`config.mk`:
```
export PLATFORM = sky130hd
export DESIGN_NAME = css_device_flat
export DESIGN_NICKNAME = d
export VERILOG_FILES = /design/src/inc/css_pkg.sv /design/src/inc/css_link_if.sv /design/src/hw/css_device.sv /design/src/flat_wrapper.sv
export SDC_FILE = /design/constraint.sdc
export NUM_CORES = 1
export LEC_CHECK = 0
export BUFFER_PORTS_ARGS = -buffer_cell sky130_fd_sc_hd__buf_2
export CORE_UTILIZATION = 40
export CTS_BUF_LIST = sky130_fd_sc_hd__clkbuf_2
export DETAILED_ROUTE_END_ITERATION = 8
export HOLD_SLACK_MARGIN = 0.08
export PLACE_DENSITY_LB_ADDON = 0.08
export SLEW_MARGIN = 5
export SYNTH_ARGS = -nofsm -noshare
export SYNTH_HDL_FRONTEND = slang
export SYNTH_SLANG_ARGS = --single-unit
export TNS_END_PERCENT = 1
```
`constraint.sdc`:
```
create_clock -name core_clk_i -period 2 [get_ports core_clk_i]
set_input_delay 0.1 -clock core_clk_i [delete_from_list [all_inputs] [get_ports core_clk_i]]
set_output_delay 0.1 -clock core_clk_i [all_outputs]
set_load 0.005 [all_outputs]
```
`src/inc/css_pkg.sv`:
```
// Shared constants for the card supply sequencer and its host controller.
package css_pkg;

  // ----------------------------------------------------------------
  // Clock and timing
  // ----------------------------------------------------------------
  localparam int CSS_CLK_KHZ      = 40000;
  localparam int CSS_PAIR_WIN_NS  = 400;
  localparam int CSS_QUAL_US      = 20;
  localparam int CSS_CHECK_US     = 510;
  localparam int CSS_RECOVER_US   = 10;
  // Longest window rounds down; least times round up.
  localparam int CSS_PAIR_WIN_CYC = (CSS_PAIR_WIN_NS * CSS_CLK_KHZ) / 1000000;
  localparam int CSS_QUAL_CYC     = (CSS_QUAL_US * CSS_CLK_KHZ + 999) / 1000;
  localparam int CSS_CHECK_CYC    = (CSS_CHECK_US * CSS_CLK_KHZ + 999) / 1000;
  localparam int CSS_RECOVER_CYC  = (CSS_RECOVER_US * CSS_CLK_KHZ + 999) / 1000;
  localparam int CSS_CNT_W        = 15;
  localparam int CSS_QUAL_W       = 10;
  localparam int CSS_WIN_W        = 5;

  // ----------------------------------------------------------------
  // Card supply selection codes
  // ----------------------------------------------------------------
  localparam logic [1:0] CSS_VSEL_NONE = 2'h0;
  localparam logic [1:0] CSS_VSEL_5V   = 2'h1;
  localparam logic [1:0] CSS_VSEL_3V   = 2'h2;
  localparam logic [1:0] CSS_VSEL_1V8  = 2'h3;

  // ----------------------------------------------------------------
  // Synchroniser bit positions and reset value
  // ----------------------------------------------------------------
  localparam int CSS_SY_CS   = 0;
  localparam int CSS_SY_LO   = 1;
  localparam int CSS_SY_HI   = 2;
  localparam int CSS_SY_RST  = 3;
  localparam int CSS_SY_CLK  = 4;
  localparam int CSS_SY_PD   = 5;
  localparam int CSS_SY_PRES = 6;
  localparam int CSS_SY_VDD  = 7;
  localparam int CSS_SY_VPC  = 8;
  localparam int CSS_SY_VOK  = 9;
  localparam int CSS_SY_OC   = 10;
  localparam int CSS_SY_OT   = 11;
  localparam int CSS_SY_W    = 12;
  localparam logic [CSS_SY_W-1:0] CSS_SY_RSTVAL = 12'h006;

  // ----------------------------------------------------------------
  // Host register map and fields
  // ----------------------------------------------------------------
  localparam int         CSS_AW        = 4;
  localparam int         CSS_DW        = 8;
  localparam logic [3:0] CSS_REG_CTRL  = 4'h0;
  localparam logic [3:0] CSS_REG_STAT  = 4'h1;
  localparam int         CSS_CT_CS     = 0;
  localparam int         CSS_CT_LO_N   = 1;
  localparam int         CSS_CT_HI_N   = 2;
  localparam int         CSS_CT_RST    = 3;
  localparam int         CSS_CT_CLKEN  = 4;
  localparam int         CSS_CT_PD     = 5;
  localparam logic [7:0] CSS_CTRL_RST  = 8'h06;
  localparam int         CSS_ST_OFF_N  = 0;
  localparam int         CSS_ST_RDY    = 1;
  localparam int         CSS_CLK_HALF  = 4;
  localparam int         CSS_DIV_W     = 3;

endpackage

```
`src/inc/css_link_if.sv`:
```
// Pin-level link between the host controller and the card supply sequencer.
`timescale 1ns/10ps
interface css_link_if;
  logic chip_select;
  logic supply_cmd_low_voltage_n;
  logic supply_cmd_high_voltage_n;
  logic host_card_reset_in;
  logic host_card_clock_in;
  logic power_down_request;
  logic off_n_out;
  logic off_n_oe;
  logic ready_out;
  logic ready_oe;
  logic off_n_line;
  logic ready_line;

  // Undriven lines float high through the host-side pull-ups.
  assign off_n_line = off_n_oe ? off_n_out : 1'b1;
  assign ready_line = ready_oe ? ready_out : 1'b1;

  modport device (
    input  chip_select, supply_cmd_low_voltage_n, supply_cmd_high_voltage_n,
    input  host_card_reset_in, host_card_clock_in, power_down_request,
    output off_n_out, off_n_oe, ready_out, ready_oe
  );
  modport host (
    output chip_select, supply_cmd_low_voltage_n, supply_cmd_high_voltage_n,
    output host_card_reset_in, host_card_clock_in, power_down_request,
    input  off_n_line, ready_line
  );
endinterface

```
`src/hw/css_device.sv`:
```
// Card supply sequencer: supply selection, ready timing, checks and deactivation.
//
// Summary of operation
// - Chip select gates host control inputs except power-down.
// - Either supply command falling starts activation.
// - Single command picks 5 V or 3 V.
// - Both falling within 400 ns picks 1.8 V.
// - Edge triggered; late second command ignored.
// - Card reset follows host reset when enabled.
// - Card clock comes only from host clock.
// - Ready after supply good for 20 us.
// - Check ready at 510 us, else deactivate.
// - Temperature, removal, release deactivate during check.
// - Idle interrupt line shows card presence.
// - Session fault drives interrupt low, deactivates.
// - Supply supervisor faults force deactivation; card supply only once qualified.
// - Card over-current is a deactivation fault.
// - Die over-temperature is a deactivation fault.
// - Power-down request enters low-power state.
// - Chip select low holds latched inputs.
// - Card signals stay low until ready.
// - Outside a card session faults do not reach the interrupt line; vdd and over-temperature faults block activation.
// - Power-down only while card deactivated.
//
// The register offsets and the strobed register port were decided locally.
`timescale 1ns/10ps
module css_device
  import css_pkg::*;
#(
  parameter int CHECK_CYC = CSS_CHECK_CYC
)(
  input  wire logic       core_clk_i,
  input  wire logic       reset_n_i,
  css_link_if.device      link,
  input  wire logic       card_present_i,
  input  wire logic       vdd_fault_i,
  input  wire logic       regulator_input_supply_fault_i,
  input  wire logic       card_supply_ok_i,
  input  wire logic       over_current_i,
  input  wire logic       over_temp_i,
  output logic [1:0]      vcc_select_o,
  output logic            vcc_enable_o,
  output logic            card_reset_o,
  output logic            card_clock_o,
  output logic            low_power_o
);

  typedef enum logic [2:0] {
    ST_IDLE, ST_PDOWN, ST_RECOVER, ST_PAIR, ST_RAMP, ST_SESSION, ST_DEACT
  } css_state_t;

  css_state_t            state;
  logic [CSS_SY_W-1:0]   sync_raw;
  logic [CSS_SY_W-1:0]   sync_a;
  logic [CSS_SY_W-1:0]   sync_b;
  logic                  lat_lo_n;
  logic                  lat_hi_n;
  logic                  lat_rst;
  logic                  lat_clk;
  logic                  prev_lo_n;
  logic                  prev_hi_n;
  logic                  fall_lo;
  logic                  fall_hi;
  logic                  first_lo;
  logic [CSS_WIN_W-1:0]  win_cnt;
  logic [CSS_CNT_W-1:0]  chk_cnt;
  logic [CSS_QUAL_W-1:0] qual_cnt;
  logic                  ready_int;
  logic                  fault_any;
  logic                  cmd_any_low;
  logic                  abort_act;
  logic                  fault_flag;
  logic [1:0]            vsel;
  logic                  off_n;
  logic                  next_off_n;

  // ----------------------------------------------------------------
  // Input synchronisers
  // ----------------------------------------------------------------
  // Every pin and analog flag is asynchronous, so each passes two flops.
  assign sync_raw = {over_temp_i, over_current_i, card_supply_ok_i,
                     regulator_input_supply_fault_i, vdd_fault_i, card_present_i,
                     link.power_down_request, link.host_card_clock_in,
                     link.host_card_reset_in, link.supply_cmd_high_voltage_n,
                     link.supply_cmd_low_voltage_n, link.chip_select};

  // Command bits reset high so that release of reset is not seen as a fall.
  always_ff @(posedge core_clk_i)
  begin
    if (!reset_n_i)
    begin
      sync_a <= CSS_SY_RSTVAL;
      sync_b <= CSS_SY_RSTVAL;
    end
    else
    begin
      sync_a <= sync_raw;
      sync_b <= sync_a;
    end
  end

  // ----------------------------------------------------------------
  // Chip select latches and edge detection
  // ----------------------------------------------------------------
  // Latches follow the pins only while selected; power-down is not latched.
  always_ff @(posedge core_clk_i)
  begin
    if (!reset_n_i)
    begin
      lat_lo_n <= 1'b1;
      lat_hi_n <= 1'b1;
      lat_rst  <= 1'b0;
      lat_clk  <= 1'b0;
    end
    else if (sync_b[CSS_SY_CS])
    begin
      lat_lo_n <= sync_b[CSS_SY_LO];
      lat_hi_n <= sync_b[CSS_SY_HI];
      lat_rst  <= sync_b[CSS_SY_RST];
      lat_clk  <= sync_b[CSS_SY_CLK];
    end
  end

  // Previous command levels for falling edge detection.
  always_ff @(posedge core_clk_i)
  begin
    if (!reset_n_i)
    begin
      prev_lo_n <= 1'b1;
      prev_hi_n <= 1'b1;
    end
    else
    begin
      prev_lo_n <= lat_lo_n;
      prev_hi_n <= lat_hi_n;
    end
  end

  // Activation reacts to edges, so a command held low from before does nothing.
  assign fall_lo     = prev_lo_n & ~lat_lo_n;
  assign fall_hi     = prev_hi_n & ~lat_hi_n;
  assign cmd_any_low = ~lat_lo_n | ~lat_hi_n;

  // Supervisors, over-current and over-temperature all feed one fault term.
  // The card supply supervisor only counts once the supply was qualified.
  assign fault_any = sync_b[CSS_SY_VDD] | sync_b[CSS_SY_VPC]
                   | (ready_int & ~sync_b[CSS_SY_VOK])
                   | sync_b[CSS_SY_OC]
                   | sync_b[CSS_SY_OT];
  assign abort_act = ~sync_b[CSS_SY_PRES] | fault_any | ~cmd_any_low;

  // ----------------------------------------------------------------
  // Sequencer state machine
  // ----------------------------------------------------------------
  // A second fall outside the pair window is ignored; only ST_PAIR looks for it.
  always_ff @(posedge core_clk_i)
  begin
    if (!reset_n_i)
    begin
      state      <= ST_IDLE;
      vsel       <= CSS_VSEL_NONE;
      first_lo   <= 1'b0;
      win_cnt    <= '0;
      chk_cnt    <= '0;
      fault_flag <= 1'b0;
    end
    else
    begin
      case (state)
        ST_IDLE:
        begin
          chk_cnt    <= '0;
          win_cnt    <= '0;
          fault_flag <= 1'b0;
          if (sync_b[CSS_SY_PD] && !cmd_any_low)
            state <= ST_PDOWN;
          else if ((fall_lo || fall_hi) && sync_b[CSS_SY_PRES]
                   && !sync_b[CSS_SY_VDD] && !sync_b[CSS_SY_OT])
          begin
            if (fall_lo && fall_hi)
            begin
              vsel  <= CSS_VSEL_1V8;
              state <= ST_RAMP;
            end
            else
            begin
              first_lo <= fall_lo;
              state    <= ST_PAIR;
            end
          end
        end
        ST_PDOWN:
        begin
          chk_cnt <= '0;
          if (!sync_b[CSS_SY_PD])
            state <= ST_RECOVER;
        end
        ST_RECOVER:
        begin
          chk_cnt <= chk_cnt + 1'b1;
          if (chk_cnt == CSS_CNT_W'(CSS_RECOVER_CYC - 1))
            state <= ST_IDLE;
        end
        ST_PAIR:
        begin
          chk_cnt <= chk_cnt + 1'b1;
          win_cnt <= win_cnt + 1'b1;
          if (abort_act)
          begin
            fault_flag <= cmd_any_low;
            state      <= ST_DEACT;
          end
          else if (first_lo ? fall_hi : fall_lo)
          begin
            vsel  <= CSS_VSEL_1V8;
            state <= ST_RAMP;
          end
          else if (win_cnt == CSS_WIN_W'(CSS_PAIR_WIN_CYC - 1))
          begin
            vsel  <= first_lo ? CSS_VSEL_3V : CSS_VSEL_5V;
            state <= ST_RAMP;
          end
        end
        ST_RAMP:
        begin
          chk_cnt <= chk_cnt + 1'b1;
          if (abort_act)
          begin
            fault_flag <= cmd_any_low;
            state      <= ST_DEACT;
          end
          else if (chk_cnt == CSS_CNT_W'(CHECK_CYC - 1))
          begin
            fault_flag <= ~ready_int;
            state      <= ready_int ? ST_SESSION : ST_DEACT;
          end
        end
        ST_SESSION:
        begin
          if (!cmd_any_low)
            state <= ST_DEACT;
          else if (!sync_b[CSS_SY_PRES] || fault_any)
          begin
            fault_flag <= 1'b1;
            state      <= ST_DEACT;
          end
        end
        ST_DEACT:
        begin
          vsel <= CSS_VSEL_NONE;
          if (!cmd_any_low)
            state <= ST_IDLE;
        end
        default:
          state <= ST_IDLE;
      endcase
    end
  end

  // ----------------------------------------------------------------
  // Supply qualification
  // ----------------------------------------------------------------
  // Any dip of the supply restarts the count, so the good level is continuous.
  always_ff @(posedge core_clk_i)
  begin
    if (!reset_n_i)
      qual_cnt <= '0;
    else if (!vcc_enable_o || !sync_b[CSS_SY_VOK])
      qual_cnt <= '0;
    else if (qual_cnt != CSS_QUAL_W'(CSS_QUAL_CYC))
      qual_cnt <= qual_cnt + 1'b1;
  end

  assign ready_int = (qual_cnt == CSS_QUAL_W'(CSS_QUAL_CYC));

  // ----------------------------------------------------------------
  // Interrupt line
  // ----------------------------------------------------------------
  // In idle and power-down the line shows presence only; faults cannot reach it.
  always_comb
  begin
    case (state)
      ST_IDLE, ST_PDOWN:                next_off_n = sync_b[CSS_SY_PRES];
      ST_RECOVER:                       next_off_n = 1'b0;
      ST_PAIR, ST_RAMP, ST_SESSION:     next_off_n = 1'b1;
      ST_DEACT:                         next_off_n = ~fault_flag;
      default:                          next_off_n = 1'b0;
    endcase
  end

  always_ff @(posedge core_clk_i)
  begin
    if (!reset_n_i)
      off_n <= 1'b0;
    else
      off_n <= next_off_n;
  end

  // ----------------------------------------------------------------
  // Card-side and link outputs
  // ----------------------------------------------------------------
  // Reset and clock are gated by ready; the clock is the host clock, undivided.
  always_ff @(posedge core_clk_i)
  begin
    if (!reset_n_i)
    begin
      vcc_select_o <= CSS_VSEL_NONE;
      vcc_enable_o <= 1'b0;
      card_reset_o <= 1'b0;
      card_clock_o <= 1'b0;
      low_power_o  <= 1'b0;
    end
    else
    begin
      vcc_select_o <= vsel;
      vcc_enable_o <= (state == ST_RAMP) || (state == ST_SESSION);
      card_reset_o <= ready_int && vcc_enable_o && lat_rst;
      card_clock_o <= ready_int && vcc_enable_o && lat_clk;
      low_power_o  <= (state == ST_PDOWN);
    end
  end

  // Deselected device releases both open-drain lines.
  assign link.off_n_out = off_n;
  assign link.off_n_oe  = sync_b[CSS_SY_CS];
  assign link.ready_out = ready_int && vcc_enable_o;
  assign link.ready_oe  = sync_b[CSS_SY_CS];

endmodule

```
`src/flat_wrapper.sv`:
```
// flat-port wrapper written by rule: the top's interface ports become plain ports
module css_device_flat import css_pkg::*;
#(
  parameter int CHECK_CYC = CSS_CHECK_CYC
)
  (core_clk_i, reset_n_i, card_present_i, vdd_fault_i, regulator_input_supply_fault_i, card_supply_ok_i, over_current_i, over_temp_i, vcc_select_o, vcc_enable_o, card_reset_o, card_clock_o, low_power_o, link_chip_select, link_supply_cmd_low_voltage_n, link_supply_cmd_high_voltage_n, link_host_card_reset_in, link_host_card_clock_in, link_power_down_request, link_off_n_out, link_off_n_oe, link_ready_out, link_ready_oe);
  css_link_if link_i ();
  input  wire logic core_clk_i;
  input  wire logic reset_n_i;
  input  wire logic card_present_i;
  input  wire logic vdd_fault_i;
  input  wire logic regulator_input_supply_fault_i;
  input  wire logic card_supply_ok_i;
  input  wire logic over_current_i;
  input  wire logic over_temp_i;
  output logic [1:0] vcc_select_o;
  output logic vcc_enable_o;
  output logic card_reset_o;
  output logic card_clock_o;
  output logic low_power_o;
  input wire logic [$bits(link_i.chip_select)-1:0] link_chip_select;
  input wire logic [$bits(link_i.supply_cmd_low_voltage_n)-1:0] link_supply_cmd_low_voltage_n;
  input wire logic [$bits(link_i.supply_cmd_high_voltage_n)-1:0] link_supply_cmd_high_voltage_n;
  input wire logic [$bits(link_i.host_card_reset_in)-1:0] link_host_card_reset_in;
  input wire logic [$bits(link_i.host_card_clock_in)-1:0] link_host_card_clock_in;
  input wire logic [$bits(link_i.power_down_request)-1:0] link_power_down_request;
  output wire logic [$bits(link_i.off_n_out)-1:0] link_off_n_out;
  output wire logic [$bits(link_i.off_n_oe)-1:0] link_off_n_oe;
  output wire logic [$bits(link_i.ready_out)-1:0] link_ready_out;
  output wire logic [$bits(link_i.ready_oe)-1:0] link_ready_oe;
  assign link_i.chip_select = link_chip_select;
  assign link_i.supply_cmd_low_voltage_n = link_supply_cmd_low_voltage_n;
  assign link_i.supply_cmd_high_voltage_n = link_supply_cmd_high_voltage_n;
  assign link_i.host_card_reset_in = link_host_card_reset_in;
  assign link_i.host_card_clock_in = link_host_card_clock_in;
  assign link_i.power_down_request = link_power_down_request;
  assign link_off_n_out = link_i.off_n_out;
  assign link_off_n_oe = link_i.off_n_oe;
  assign link_ready_out = link_i.ready_out;
  assign link_ready_oe = link_i.ready_oe;
  css_device #(.CHECK_CYC(CHECK_CYC)) u_core (.core_clk_i(core_clk_i), .reset_n_i(reset_n_i), .link(link_i), .card_present_i(card_present_i), .vdd_fault_i(vdd_fault_i), .regulator_input_supply_fault_i(regulator_input_supply_fault_i), .card_supply_ok_i(card_supply_ok_i), .over_current_i(over_current_i), .over_temp_i(over_temp_i), .vcc_select_o(vcc_select_o), .vcc_enable_o(vcc_enable_o), .card_reset_o(card_reset_o), .card_clock_o(card_clock_o), .low_power_o(low_power_o));
endmodule
```
==> results.toml <==
[global_route]
grt_pass1_wl_um = 12000
antenna_found_initial = 0
grt_max_degree = 36
grt_pass1_vias = 2524
grtUsageTotal = 0.179
gr-total-overflow = 0

[clock_tree]
path_clk_slew_ns = 0.25
cts_buffer_depth = 2
clk_latency_ns = 0.55
htreeDepth = 3
cts_tree = "done"
root_buffer = "clkbuf_2"
cts_buffers = 9
cts_sinks = 74

[outcome]
status = "finished clean"

[routing]
viasPerCell = 5.11
post_drt_wl_per_cell_um = 13.3
firstDrtPassIters = 4
drcViolationCount = 0
drtIter0Drc = 165
num_vias = 2679
ant_nets = 0
finalWirelength_um = 6980

[job]
maxCapViolCount = 0

[floorplan]
start_util = 0.419
core-area_mm2 = 0.00785
rows = 32
die_h_um = 92.7
die_x_um = 92.7
dieArea_mm2 = 0.00860
io_pins = 24

[timing]
layout_setup_ws_ns = 0.0823
finalSetupViolCount = 0
fmax_ghz = 0.521
tns_ns = 0
grt_setup_unrepaired = "yes"
slew_headroom = 0.633
fin_crit_sh = 0.959
layout_min_cycle_time_ns = 1.92
finalHoldViolations = 0
drv_slew = 0
fin_skew_ns = 0.0267
tightestPinTransition_ns = 0.550

[synthesis]
ys_seq_area_frac = 0.450
syn_inst = 366
async_flop_share = 0
synth-edff-count = 0
synth_top_family_by_area = "simple AND/OR/NAND/NOR gates"
synth.avg_cell_area_um2 = 8.99
synth-adder-area-share = 0.0190
synth_flop_cell = "dfxtp_1"
yosys_warnings = 0
synthSimpleGateAreaFrac = 0.296
yosys-mux-area-fraction = 0.0277
synth_area_mm2 = 0.00329
synth_fp_nets = 385
yosysUniqueCellTypes = 50
synth-xor-area-share = 0.0293
ys_ff_latch = 74
synth-compound-area-share = 0.144

[pwr]
power_w = 0.00299
p_int_w = 0.00197
vdd_drop_max_uv = 358
power.density_mw_per_mm2 = 764
p_comb_frac = 0.185
pwr-share-clk = 0.275
p_sw_frac = 0.339
seqPwrFrac = 0.540
switching_power_w = 0.00101
power.leakage_nw = 1.55

[layout]
fillers = 802
syn_to_final_growth_pct = 18.7
num-nets-final = 436
final_common_cell = "dfxtp_1"
multi_input_area_mm2 = 0.00172
n_antenna_cell = 0
layout-drive-gt1-share = 0.187
final_cell_mix = "dfxtp_1, nand2_1, and2_1, nor2_1, buf_2"
regArea_mm2 = 0.00149

[hold_path]
hold_path_class = "in2reg"

[place]
io_buffers = 23
gpl.final_weighted_congestion = 0.816
preCtsSetupSlack_ns = 0.146
dp_hpwl_um = 4730

[worst_setup_path]
path_delay_family = "simple AND/OR/NAND/NOR gates"
cpPeakStageDelay_ns = 0.40
cp_data_required_time_ns = 1.90
cpMaxStageDelayCell = "dfxtp_2"
end_kind = "output pin"
crit_path_cell_trace = "nor4b_4 -> and4_1 -> buf_6 -> and2_1 -> buf_2"
critical_path_buf_inv_count = 2
critPathKind = "reg2out"
cp_max_fo = 3
critPathArrivalTime_ns = 1.82
critPathLaunchType = "flip-flop"
-- layer usage --
layer  vias up  global-route usage  wire, µm
li1       1389                   -         -
met1      1244               0.236      3530
met2        38               0.277      3120
met3         8              0.0558       242
met4         0              0.0551        87
met5         -                   0         0
-- state kept, by name (all words and copies together) (netlist names), 2 cells and up --
name,flops
u_core.sync_b,12
u_core.chk_cnt,15
u_core.win_cnt,5
u_core.sync_a,12
u_core.vcc_select_o,2
u_core.vsel,2
u_core.qual_cnt,10
u_core.state,3
-- power by group through the flow --
stage | Clock, W | Combinational [W] | Sequential (W)
floorplan | 0 | 0.000392 | 0.00160
global route | 0.000917 | 0.000620 | 0.00163
detailed placement | 0 | 0.000527 | 0.00164
CTS | 0.000867 | 0.000553 | 0.00161
global placement | 0 | 0.000525 | 0.00164
finish | 0.000822 | 0.000551 | 0.00161
-- cells by family after synthesis --
family	Yosys count
and+or+nand+nor	169
DFF	74
AOI/OAI and AO/OA	72
buffers and inverters	26
xor gates and xnor gates	11
muxes	9
adders and majority gates	5
-- final cells by class --
type,instances,area share
Clock buffer,9,0.0115
Clock inverter,7,0.0179
Inverter,7,0.00672
Multi-Input combinational cell,266,0.439
Sequential cell,74,0.382
Tap cell,102,0.0327
Timing Repair Buffer,59,0.110
-- worst reg2reg max path: cells and delay by family (launching register included) --
family                   cells  cell delay, ns
AND/OR/NAND/NOR              3            0.50
AO/OA/AOI/OAI                3            0.64
adder cells (fa/ha/maj)      1            0.20
flip-flops                   1            0.44
-- per-stage QoR --
stage          utilization  cells  area (µm²)  hold slack [ns]
2_1_floorplan            -    366        3290            0.201
3_3_place_gp         0.456    489        3580            0.284
3_5_place_dp         0.456    489        3580            0.283
4_1_cts              0.497    524        3900            0.189
5_1_grt              0.498    524        3910            0.195
6_report             0.498    524        3910            0.231
-- worst paths after layout --
check,startpoint,end,slack [ns],depth (start not counted)
max,u_core.qual_cnt[6]$_SDFFE_PP0P_,link_ready_out,0.08,5
min reg2reg,u_core.sync_a[11]$_SDFF_PN0_,u_core.sync_b[11]$_SDFF_PN0_,0.43,1
min,link_supply_cmd_low_voltage_n,u_core.sync_a[1]$_SDFF_PN1_,0.23,3
max reg2reg,u_core.chk_cnt[0]$_SDFFE_PN0P_,u_core.state[2]$_SDFFE_PN0P_,0.14,7
-- repair_timing --
action	in CTS	in global routing
pin swaps	1	2
resized for setup	7	3
endpoints found under the setup margin	1	4
buffers inserted	2	0
endpoints found under the hold margin	28	0
hold buffers	17	0
-- Yosys cell counts, drive strengths merged (10+ instances only) --
cell | instances | area, µm²
a21oi | 19 | 95.1
nor2 | 25 | 93.8
xor2 | 10 | 87.6
and3 | 11 | 77.6
dfxtp | 74 | 1480
nor2b | 18 | 113
nor3b | 10 | 85.1
and2 | 25 | 156
clkbuf | 12 | 46.3
nand2 | 29 | 109
nand3 | 16 | 90.1
o21ai | 18 | 93.8
(Power assumes the default switching activity.)
